$ cat config.mk
export PLATFORM = sky130hd
export DESIGN_NAME = i2cwc_slave
export DESIGN_NICKNAME = d
export VERILOG_FILES = /design/src/inc/i2cwc_pkg.sv /design/src/inc/i2cwc_cond_if.sv /design/src/hdl/i2cwc_slave.sv /design/src/hdl/i2cwc_sync.sv /design/src/hdl/i2cwc_wiper.sv
export VERILOG_INCLUDE_DIRS = /design/src /design/src/inc
export SDC_FILE = /design/constraint.sdc
export NUM_CORES = 1
export LEC_CHECK = 0
export BUFFER_PORTS_ARGS = -buffer_cell sky130_fd_sc_hd__buf_4
export CAP_MARGIN = 20
export CORE_ASPECT_RATIO = 0.75
export CORE_MARGIN = 2
export CORE_UTILIZATION = 40
export DETAILED_ROUTE_END_ITERATION = 8
export RECOVER_POWER = 50
export SLEW_MARGIN = 10
export SYNTH_ARGS = -nofsm -noshare
export SYNTH_HDL_FRONTEND = slang
export SYNTH_SLANG_ARGS = --single-unit
$ cat constraint.sdc
create_clock -name ref_clk -period 3.5 [get_ports ref_clk]
set_input_delay 0 -clock ref_clk [delete_from_list [all_inputs] [get_ports ref_clk]]
set_output_delay 0 -clock ref_clk [all_outputs]
set_load 0.05 [all_outputs]
$ cat src/inc/i2cwc_defs.svh
`ifndef I2CWC_DEFS_SVH
`define I2CWC_DEFS_SVH

// Fixed slave addresses, normal and alternate build
`define I2CWC_ADDR_STD   7'h2e
`define I2CWC_ADDR_ALT   7'h3e
// General call address
`define I2CWC_ADDR_GCALL 7'h00
// Wiper value after power-on or brown-out reset
`define I2CWC_WIPER_RST  7'h3f
// Read data returned for a non-zero command code
`define I2CWC_READ_FILL  8'hff
// Command code that selects the wiper register
`define I2CWC_CMD_WIPER  8'h00
// Bits per byte on the bus
`define I2CWC_BYTE_BITS  4'h8
// Widths
`define I2CWC_BYTE_W     8
`define I2CWC_WIPER_W    7
`define I2CWC_CNT_W      4

`endif

$ cat src/inc/i2cwc_pkg.sv
`include "i2cwc_defs.svh"

package i2cwc_pkg;

  // Serial interface states, one-hot
  typedef enum logic [9:0] {
    I2CWC_ST_IDLE   = 10'h001,
    I2CWC_ST_ADDR   = 10'h002,
    I2CWC_ST_AACK   = 10'h004,
    I2CWC_ST_CMD    = 10'h008,
    I2CWC_ST_CACK   = 10'h010,
    I2CWC_ST_WDATA  = 10'h020,
    I2CWC_ST_WACK   = 10'h040,
    I2CWC_ST_RDATA  = 10'h080,
    I2CWC_ST_RACK   = 10'h100,
    I2CWC_ST_IGNORE = 10'h200
  } i2cwc_state_t;

  // Protocol engine state
  typedef struct packed {
    i2cwc_state_t                st;
    logic [`I2CWC_BYTE_W-1:0]    shift;
    logic [`I2CWC_CNT_W-1:0]     cnt;
    logic                        rw;
    logic [`I2CWC_BYTE_W-1:0]    cmd;
    logic [`I2CWC_BYTE_W-1:0]    tx;
    logic                        sda_low;
    logic                        nack;
  } i2cwc_fsm_t;

  // Pin synchroniser state
  typedef struct packed {
    logic scl_m;
    logic scl_s;
    logic scl_p;
    logic sda_m;
    logic sda_s;
    logic sda_p;
  } i2cwc_sync_t;

  // Wiper storage state
  typedef struct packed {
    logic [`I2CWC_WIPER_W-1:0] wiper;
  } i2cwc_wip_t;

endpackage

$ cat src/inc/i2cwc_cond_if.sv
`timescale 1ns/100ps

// Bus events found by the synchroniser
interface i2cwc_cond_if;
  logic scl_rise;
  logic scl_fall;
  logic start;
  logic stop;
  logic sda_s;

  modport src (
    output scl_rise,
    output scl_fall,
    output start,
    output stop,
    output sda_s
  );

  modport dst (
    input  scl_rise,
    input  scl_fall,
    input  start,
    input  stop,
    input  sda_s
  );
endinterface

$ cat src/hdl/i2cwc_slave.sv
`timescale 1ns/100ps
`include "i2cwc_defs.svh"

// Contract
// - Answer only fixed address, alternate by build
// - No address bits from pins
// - General call is never acknowledged
// - Any start returns to address phase
// - Nine high bits give nack, then reset
// - Interface reset leaves wiper untouched
// - After stop, idle until next start
// - Write is address, command, data, all acked
// - Wiper updates during the data acknowledge
// - Interrupted data byte is discarded
// - Further data bytes each applied in turn
// - Data byte top bit is ignored
// - Non-zero command never writes the wiper
// - Read is write command, restart, read address
// - Drive SDA through all eight read bits
// - Non-zero command never returns the wiper
// - Stop or restart ends current command
// - Power-on loads wiper with mid-scale
// - Invalid command is still acked, as are its data bytes
// - Never stretch SCL

module i2cwc_slave
  import i2cwc_pkg::*;
#(
  parameter bit ALT_ADDR = 1'b0
)
(
  // Clock, reset, enable
  input  wire logic                      ref_clk,
  input  wire logic                      rst_n,
  input  wire logic                      clk_en,
  // Bus clock pin, open drain
  input  wire logic                      scl_i,
  output logic                           scl_o,
  output logic                           scl_oe,
  // Bus data pin, open drain
  input  wire logic                      sda_i,
  output logic                           sda_o,
  output logic                           sda_oe,
  // Wiper value to the resistor network
  output logic      [`I2CWC_WIPER_W-1:0] wiper
);

  // Own address is a build constant only
  localparam logic [`I2CWC_WIPER_W-1:0] SLV_ADDR =
    ALT_ADDR ? `I2CWC_ADDR_ALT : `I2CWC_ADDR_STD;

  i2cwc_fsm_t                r_reg;
  i2cwc_fsm_t                r_next;
  logic                      wr_en;
  logic [`I2CWC_BYTE_W-1:0]  rd_byte;
  logic [`I2CWC_BYTE_W-1:0]  rx_byte;
  logic [`I2CWC_BYTE_W-1:0]  tx_shift;
  logic                      byte_done;

  i2cwc_cond_if cond ();

  // Pin synchroniser and condition detector
  i2cwc_sync u_sync (
    .ref_clk (ref_clk),
    .rst_n   (rst_n),
    .clk_en  (clk_en),
    .scl_i   (scl_i),
    .sda_i   (sda_i),
    .cond    (cond)
  );

  // Wiper storage
  i2cwc_wiper u_wiper (
    .ref_clk (ref_clk),
    .rst_n   (rst_n),
    .clk_en  (clk_en),
    .wr_en   (wr_en),
    .wr_data (r_reg.shift[`I2CWC_WIPER_W-1:0]),
    .wiper   (wiper)
  );

  // Helper terms for the engine
  assign rx_byte   = {r_reg.shift[`I2CWC_BYTE_W-2:0], cond.sda_s};
  assign tx_shift  = {r_reg.tx[`I2CWC_BYTE_W-2:0], 1'b0};
  assign byte_done = cond.scl_fall && (r_reg.cnt == `I2CWC_BYTE_BITS);
  assign rd_byte   = (r_reg.cmd == `I2CWC_CMD_WIPER) ?
                     {1'b0, wiper} : `I2CWC_READ_FILL;

  // Protocol engine: sample on SCL rise, drive on SCL fall
  always_comb
  begin
    r_next = r_reg;
    wr_en  = 1'b0;
    if (cond.start)
    begin
      // Start or restart aborts anything in progress
      r_next.st      = I2CWC_ST_ADDR;
      r_next.cnt     = '0;
      r_next.sda_low = 1'b0;
    end
    else if (cond.stop)
    begin
      r_next.st      = I2CWC_ST_IDLE;
      r_next.sda_low = 1'b0;
    end
    else
    begin
      case (r_reg.st)
        I2CWC_ST_IDLE,
        I2CWC_ST_IGNORE:
        begin
          // Released, waiting for a start
          r_next.sda_low = 1'b0;
        end
        I2CWC_ST_ADDR:
        begin
          if (cond.scl_rise)
          begin
            r_next.shift = rx_byte;
            r_next.cnt   = r_reg.cnt + 4'h1;
          end
          else if (byte_done)
          begin
            if (r_reg.shift[7:1] == `I2CWC_ADDR_GCALL)
              r_next.st = I2CWC_ST_IGNORE;
            else if (r_reg.shift[7:1] == SLV_ADDR)
            begin
              r_next.st      = I2CWC_ST_AACK;
              r_next.sda_low = 1'b1;
              r_next.rw      = r_reg.shift[0];
            end
            else
              r_next.st = I2CWC_ST_IGNORE;
          end
        end
        I2CWC_ST_AACK:
        begin
          if (cond.scl_fall)
          begin
            r_next.cnt = '0;
            if (r_reg.rw)
            begin
              // Read address: first bit goes out now
              r_next.st      = I2CWC_ST_RDATA;
              r_next.tx      = rd_byte;
              r_next.sda_low = ~rd_byte[7];
            end
            else
            begin
              r_next.st      = I2CWC_ST_CMD;
              r_next.sda_low = 1'b0;
            end
          end
        end
        I2CWC_ST_CMD:
        begin
          if (cond.scl_rise)
          begin
            r_next.shift = rx_byte;
            r_next.cnt   = r_reg.cnt + 4'h1;
          end
          else if (byte_done)
          begin
            r_next.cmd     = r_reg.shift;
            r_next.st      = I2CWC_ST_CACK;
            r_next.sda_low = 1'b1;
          end
        end
        I2CWC_ST_CACK,
        I2CWC_ST_WACK:
        begin
          // Release after the acknowledge, take another byte
          if (cond.scl_fall)
          begin
            r_next.st      = I2CWC_ST_WDATA;
            r_next.cnt     = '0;
            r_next.sda_low = 1'b0;
          end
        end
        I2CWC_ST_WDATA:
        begin
          if (cond.scl_rise)
          begin
            r_next.shift = rx_byte;
            r_next.cnt   = r_reg.cnt + 4'h1;
          end
          else if (byte_done)
          begin
            // Whole byte received: acknowledge, store only for the wiper command
            r_next.st      = I2CWC_ST_WACK;
            r_next.sda_low = 1'b1;
            wr_en = (r_reg.cmd == `I2CWC_CMD_WIPER);
          end
        end
        I2CWC_ST_RDATA:
        begin
          if (cond.scl_rise)
            r_next.cnt = r_reg.cnt + 4'h1;
          else if (byte_done)
          begin
            // Eighth bit clocked: release for master answer
            r_next.st      = I2CWC_ST_RACK;
            r_next.sda_low = 1'b0;
          end
          else if (cond.scl_fall)
          begin
            r_next.tx      = tx_shift;
            r_next.sda_low = ~tx_shift[7];
          end
        end
        I2CWC_ST_RACK:
        begin
          if (cond.scl_rise)
            r_next.nack = cond.sda_s;
          else if (cond.scl_fall)
          begin
            r_next.cnt = '0;
            if (r_reg.nack)
              r_next.st = I2CWC_ST_IGNORE;
            else
            begin
              // Master asked for one more byte
              r_next.st      = I2CWC_ST_RDATA;
              r_next.tx      = rd_byte;
              r_next.sda_low = ~rd_byte[7];
            end
          end
        end
        default:
        begin
          r_next.st      = I2CWC_ST_IDLE;
          r_next.sda_low = 1'b0;
        end
      endcase
    end
  end

  // State register, frozen while the enable is low
  always_ff @(posedge ref_clk)
  begin
    if (!rst_n)
    begin
      r_reg.st      <= I2CWC_ST_IDLE;
      r_reg.shift   <= '0;
      r_reg.cnt     <= '0;
      r_reg.rw      <= 1'b0;
      r_reg.cmd     <= `I2CWC_CMD_WIPER;
      r_reg.tx      <= '0;
      r_reg.sda_low <= 1'b0;
      r_reg.nack    <= 1'b0;
    end
    else if (clk_en)
      r_reg <= r_next;
  end

  // Open-drain pins: SDA only pulled low, SCL never driven
  assign sda_o  = 1'b0;
  assign sda_oe = r_reg.sda_low;
  assign scl_o  = 1'b0;
  assign scl_oe = 1'b0;

  a_start_rearm: assert property (
    @(posedge ref_clk) disable iff (!rst_n)
    cond.start && clk_en |=> r_reg.st == I2CWC_ST_ADDR && !sda_oe)
    else $error("start did not return to address phase");

  a_stop_idle: assert property (
    @(posedge ref_clk) disable iff (!rst_n)
    cond.stop && clk_en |=> r_reg.st == I2CWC_ST_IDLE && !sda_oe)
    else $error("stop did not return to idle");

  a_no_stretch: assert property (
    @(posedge ref_clk) disable iff (!rst_n)
    !scl_oe)
    else $error("scl driven");

  a_passive_release: assert property (
    @(posedge ref_clk) disable iff (!rst_n)
    (r_reg.st == I2CWC_ST_IDLE || r_reg.st == I2CWC_ST_IGNORE)
    |-> !sda_oe)
    else $error("sda driven while passive");

  a_gcall_nack: assert property (
    @(posedge ref_clk) disable iff (!rst_n)
    clk_en && r_reg.st == I2CWC_ST_ADDR && byte_done && !cond.start
    && !cond.stop && r_reg.shift[7:1] == `I2CWC_ADDR_GCALL
    |=> r_reg.st == I2CWC_ST_IGNORE && !sda_oe)
    else $error("general call acknowledged");

  a_addr_ack: assert property (
    @(posedge ref_clk) disable iff (!rst_n)
    clk_en && r_reg.st == I2CWC_ST_ADDR && byte_done && !cond.start
    && !cond.stop && r_reg.shift[7:1] == SLV_ADDR
    |=> r_reg.st == I2CWC_ST_AACK && sda_oe)
    else $error("own address not acknowledged");

  a_wiper_source: assert property (
    @(posedge ref_clk) disable iff (!rst_n)
    $changed(wiper) |-> $past(r_reg.st) == I2CWC_ST_WDATA
    && $past(r_reg.cmd) == `I2CWC_CMD_WIPER
    && r_reg.st == I2CWC_ST_WACK)
    else $error("wiper changed outside data acknowledge");

  a_wiper_low7: assert property (
    @(posedge ref_clk) disable iff (!rst_n)
    $changed(wiper) |-> wiper == $past(r_reg.shift[6:0]))
    else $error("wiper not low seven data bits");

  a_read_fill: assert property (
    @(posedge ref_clk) disable iff (!rst_n)
    clk_en && r_reg.st == I2CWC_ST_AACK && cond.scl_fall && r_reg.rw
    && !cond.start && !cond.stop && r_reg.cmd != `I2CWC_CMD_WIPER
    |=> r_reg.tx == `I2CWC_READ_FILL)
    else $error("wiper returned for non-zero command");

  a_read_drive: assert property (
    @(posedge ref_clk) disable iff (!rst_n)
    r_reg.st == I2CWC_ST_RDATA |-> sda_oe == ~r_reg.tx[7])
    else $error("read bit not driven");

  a_nack_reset: assert property (
    @(posedge ref_clk) disable iff (!rst_n)
    clk_en && r_reg.st == I2CWC_ST_RACK && cond.scl_fall && r_reg.nack
    && !cond.start && !cond.stop
    |=> r_reg.st == I2CWC_ST_IGNORE ##1 !sda_oe)
    else $error("nack did not reset interface");

endmodule

$ cat src/hdl/i2cwc_sync.sv
`timescale 1ns/100ps

module i2cwc_sync
  import i2cwc_pkg::*;
(
  // Clock, reset, enable
  input  wire logic   ref_clk,
  input  wire logic   rst_n,
  input  wire logic   clk_en,
  // Raw bus pins
  input  wire logic   scl_i,
  input  wire logic   sda_i,
  // Bus events
  i2cwc_cond_if.src   cond
);

  i2cwc_sync_t r_reg;
  i2cwc_sync_t r_next;

  // Two flops per pin, then one more for edges
  always_comb
  begin
    r_next       = r_reg;
    r_next.scl_m = scl_i;
    r_next.scl_s = r_reg.scl_m;
    r_next.scl_p = r_reg.scl_s;
    r_next.sda_m = sda_i;
    r_next.sda_s = r_reg.sda_m;
    r_next.sda_p = r_reg.sda_s;
  end

  // Idle bus reads high
  always_ff @(posedge ref_clk)
  begin
    if (!rst_n)
      r_reg <= '1;
    else if (clk_en)
      r_reg <= r_next;
  end

  // Edges and conditions, only from synchronised stages
  assign cond.scl_rise = r_reg.scl_s & ~r_reg.scl_p;
  assign cond.scl_fall = ~r_reg.scl_s & r_reg.scl_p;
  assign cond.start    = r_reg.scl_s & r_reg.scl_p
                         & r_reg.sda_p & ~r_reg.sda_s;
  assign cond.stop     = r_reg.scl_s & r_reg.scl_p
                         & ~r_reg.sda_p & r_reg.sda_s;
  assign cond.sda_s    = r_reg.sda_s;

endmodule

$ cat src/hdl/i2cwc_wiper.sv
`timescale 1ns/100ps
`include "i2cwc_defs.svh"

module i2cwc_wiper
  import i2cwc_pkg::*;
(
  // Clock, reset, enable
  input  wire logic                      ref_clk,
  input  wire logic                      rst_n,
  input  wire logic                      clk_en,
  // Write strobe and data
  input  wire logic                      wr_en,
  input  wire logic [`I2CWC_WIPER_W-1:0] wr_data,
  // Stored wiper
  output logic      [`I2CWC_WIPER_W-1:0] wiper
);

  i2cwc_wip_t r_reg;
  i2cwc_wip_t r_next;

  // Load only on the strobe; protocol resets never reach here
  always_comb
  begin
    r_next = r_reg;
    if (wr_en)
      r_next.wiper = wr_data;
  end

  // Power-on value is mid-scale
  always_ff @(posedge ref_clk)
  begin
    if (!rst_n)
      r_reg.wiper <= `I2CWC_WIPER_RST;
    else if (clk_en)
      r_reg <= r_next;
  end

  assign wiper = r_reg.wiper;

  a_wiper_por: assert property (
    @(posedge ref_clk) $rose(rst_n) |-> wiper == `I2CWC_WIPER_RST)
    else $error("wiper not mid-scale after reset");

endmodule

==> summary.md <==
| Metric | Value |
|---|---|
| Mapped Area | `0.00288 mm²` |
| Skew final | `0.0101 ns` |
| Worst R2R Path Depth | `7` |
| Initial antenna violation count | `0` |
| Area contributors post-synth | `dfxtp_1 (37%), mux2i_1 (14%), nor2b_1 (6.5%), nand2_1 (4.2%), nor2_1 (3.4%)` |
| Routed wire length | `6.51 mm` |
| Primary FF master, synth | `dfxtp_1` |
| # DRC | `0` |
| WS Path Type | `flip-flop to flip-flop` |
| Area of the multi-input gates | `0.00164 mm²` |
| H-tree levels | `2` |
| Die ar. | `0.00790 mm²` |
| Setup TNS | `0 ns` |
| Peak supply drop | `0.142 mV` |
| Crit. End Element | `flip-flop` |
| Clk buf depth | `2` |
| Status | `complete, no violations` |
| CTS tree | `built` |
| Initial core utilization | `41.7%` |
| Seq pwr share | `59.4%` |
| RSZ-0062 raised after global routing | `false` |
| CP arrival | `2.92 ns` |
| Distinct cells, synth | `58` |
| Placement Rows | `26` |
| Share of flip-flops with an asynchronous set or reset | `0%` |
| HP Class | `primary input to flip-flop` |
| FF+latch count, synth | `53` |
| Syn Inst Count | `327` |
| Clock latency on the worst-skew pair | `0.32 ns` |
| Layout cells sized above 1 | `6.97%` |
| GR Util met3 | `4.77%` |
| Pre-antenna DRT Iters | `4` |
| P_int | `0.773 mW` |
| Slew Limit Fails | `0` |
| Met2 Use GR | `23.2%` |
| Via density | `5.36` |
| WHS Path Cells | `2` |
| Reg area | `0.00106 mm²` |
| Post-synth EDFFs | `0` |
| Placer congestion estimate | `0.934` |
| Final std cell area, no fill | `0.00304 mm²` |
| Final hold viol count | `0` |
| Root buf cell | `clkbuf_8` |
| Global router's overall resource usage | `17.7%` |
| IO Port Bufs | `12` |
| Warnings from Yosys | `0` |
| Core ar. | `0.00690 mm²` |
| Yosys top cell area share | `36.9%` |
| Sw Pwr | `0.261 mW` |
| Cell family with most CP delay | `simple AND/OR/NAND/NOR gates` |
| First-pass GRT wire length | `10.9 mm` |
| Min Tclk post-route | `2.70 ns` |
| Actual slew at the worst max-slew pin | `0.965 ns` |
| Fillers | `689` |
| Crit Path Max Fanout | `9` |
| WP buf/inv | `1` |
| Max_slew headroom | `35.4%` |
| R2r setup slk | `0.80 ns` |
| Crit-path cells | `or3_1 > or3_1 > o31ai_1 > nand4bb_1 > buf_4 > mux2i_1 > nor2b_1` |
| Crit path max-delay cell type | `or3_1` |
| Synth area leader | `dfxtp_1` |
| Detail Route Antenna Nets | `0` |
| Most frequent cells in the layout | `dfxtp_1 (53), mux2i_1 (39), nand2_1 (32), nor2b_1 (30), nor2_1 (26)` |
| Max-cap violations | `0` |
| Worst path most repeated cell | `or3_1` |
| Antenna fix cells | `0` |
| Reg2Reg Launch Point | `r_reg[40]$_SDFFE_PN0P_` |
| Final nets | `336` |
| Max FFs per register | `39` |
| Grt met1 use | `27.2%` |
| Worst-path clk slew | `0.10 ns` |
| Seq/Total Area, Yosys | `36.9%` |
| Clock network power share | `34.3%` |
| Post-DP HPWL | `4.63 mm` |
| Hold Crit Endpoint | `u_sync.r_next[3]$_SDFFE_PN1P_` |
| Static Leak | `1.13 nW` |
| Most common cell after layout, fill and taps aside | `dfxtp_1` |
| Die Width | `102 µm` |
| Total number of vias | `2,293` |
| PD cells | `340 mW/mm²` |
| Gr ovfl total | `0` |
| CP peak stage delay | `0.45 ns` |
| Pin count of the biggest net entering global routing | `57` |
| Drt wl/cell | `15.2 µm` |
| Synth Area per Inst | `8.80 µm²` |
| Period utilization | `77.0%` |
| Die H | `77.5 µm` |
| CTS sink cnt | `53` |
| R2R Path End | `r_reg[38]$_SDFFE_PN0P_` |
| Sw Ratio | `25.2%` |
| CTS Buf Count | `5` |
| Grt peak-use layer | `met1` |
| Drt initial violations | `189` |
| CP startpoint kind | `flip-flop` |
| Ports | `16` |
| Logic pwr share | `6.3%` |
| Crit. path cell count | `7` |
| CTS resizes | `0` |
| WP data required | `3.72 ns` |
| Number of global-route vias before repair | `2,156` |
| Highest Clock Rate | `371 MHz` |
| Final setup fails | `0` |
| Worst hold start | `clk_en` |
| Layout area overhead | `5.48%` |
| Dpl cell area | `0.00298 mm²` |
[cells in the mapped netlist (4+ instances only)]
cell	number
a21boi_1	5
mux2i_1	39
clkbuf_1	12
o211ai_1	4
or3_1	6
nor2_1	26
nor4_1	7
dfxtp_1	53
xor2_1	4
buf_4	4
nor2b_1	30
inv_1	5
nor3_1	6
buf_2	4
o21ai_0	9
a21boi_0	5
nand3_1	9
a21oi_1	8
nand2_1	32
[stage by stage]
stage | power (mW) | util [%] | instances | setup slack [ns] | hold WS (ns)
2_1_floorplan | 0.684 | - | 329 | 1.30 | 0.128
3_3_place_gp | 0.691 | 43.2 | 418 | 0.974 | 0.213
3_5_place_dp | 0.692 | 43.2 | 418 | 0.895 | 0.219
4_1_cts | 1.04 | 44.7 | 428 | 0.883 | 0.0149
5_1_grt | 1.08 | 44.0 | 428 | 0.617 | 0.0444
6_report | 1.03 | 44.0 | 428 | 0.804 | 0.0261
[power groups by stage]
stage	clock network [mW]	registers, mW	logic [mW]
after floorplan	0	0.623	0.0606
after global placement	0	0.628	0.0633
after detailed placement	0	0.628	0.0635
after CTS	0.363	0.614	0.0656
after global routing	0.392	0.616	0.0707
final	0.354	0.614	0.0649
[kinds of logic after synthesis]
family | after synthesis | share of synthesized area [%]
other cells | 1 | 0.130
buf+inv | 29 | 5.83
xor+xnor | 7 | 2.13
simple gates | 147 | 28.5
flops | 53 | 36.9
compound gates | 49 | 12.1
fa+ha+maj | 2 | 0.869
mux | 39 | 13.6
[area by class of cell]
class                   count  area share [%]
clock buffers               6            2.39
clock inverters             2           0.495
inverters                   5           0.618
multi-input cells         247            54.1
flip-flops and latches     53            35.0
well taps                  98            4.04
repair buffers             17            3.38
[worst register-to-register path, stage by stage, from the launching register on]
cell and delay [ns]:
dfxtp_1 0.40, or3_1 0.45, or3_1 0.43, o31ai_1 0.37, nand4bb_1 0.46, buf_4 0.24
mux2i_1 0.19, nor2b_1 0.06
[worst max-delay path by stage]
| stage | end | slack, ns | startpoint |
|---|---|---|---|
| final | r_reg[38]$_SDFFE_PN0P_ | 0.80 | r_reg[40]$_SDFFE_PN0P_ |
| after global routing | r_reg[12]$_SDFFE_PN0P_ | 0.62 | u_sync.r_reg[3]$_SDFFE_PN1P_ |
| after CTS | r_reg[34]$_SDFFE_PN0P_ | 0.88 | u_sync.r_reg[3]$_SDFFE_PN1P_ |
| after detailed placement | r_reg[37]$_SDFFE_PN0P_ | 0.89 | u_sync.r_reg[3]$_SDFFE_PN1P_ |
| after global placement | r_reg[11]$_SDFFE_PN0P_ | 0.97 | u_sync.r_reg[3]$_SDFFE_PN1P_ |
| after floorplan | r_reg[35]$_SDFFE_PN0P_ | 1.30 | r_reg[39]$_SDFFE_PN0P_ |
[timing repair]
| action | CTS | global route |
|---|---|---|
| hold buffers | 2 | 0 |
| endpoints found under the hold margin | 2 | 0 |
| setup buffers | 0 | 0 |
[layer usage]
metal	routed length (µm)	share of wire (%)	vias up
li1	-	-	1150
met2	2570	39	47
met4	72	1.1	0
met1	3550	54	1089
met3	324	5.0	7
met5	0	0	-
Note: power is estimated with default switching activity, not from simulation.
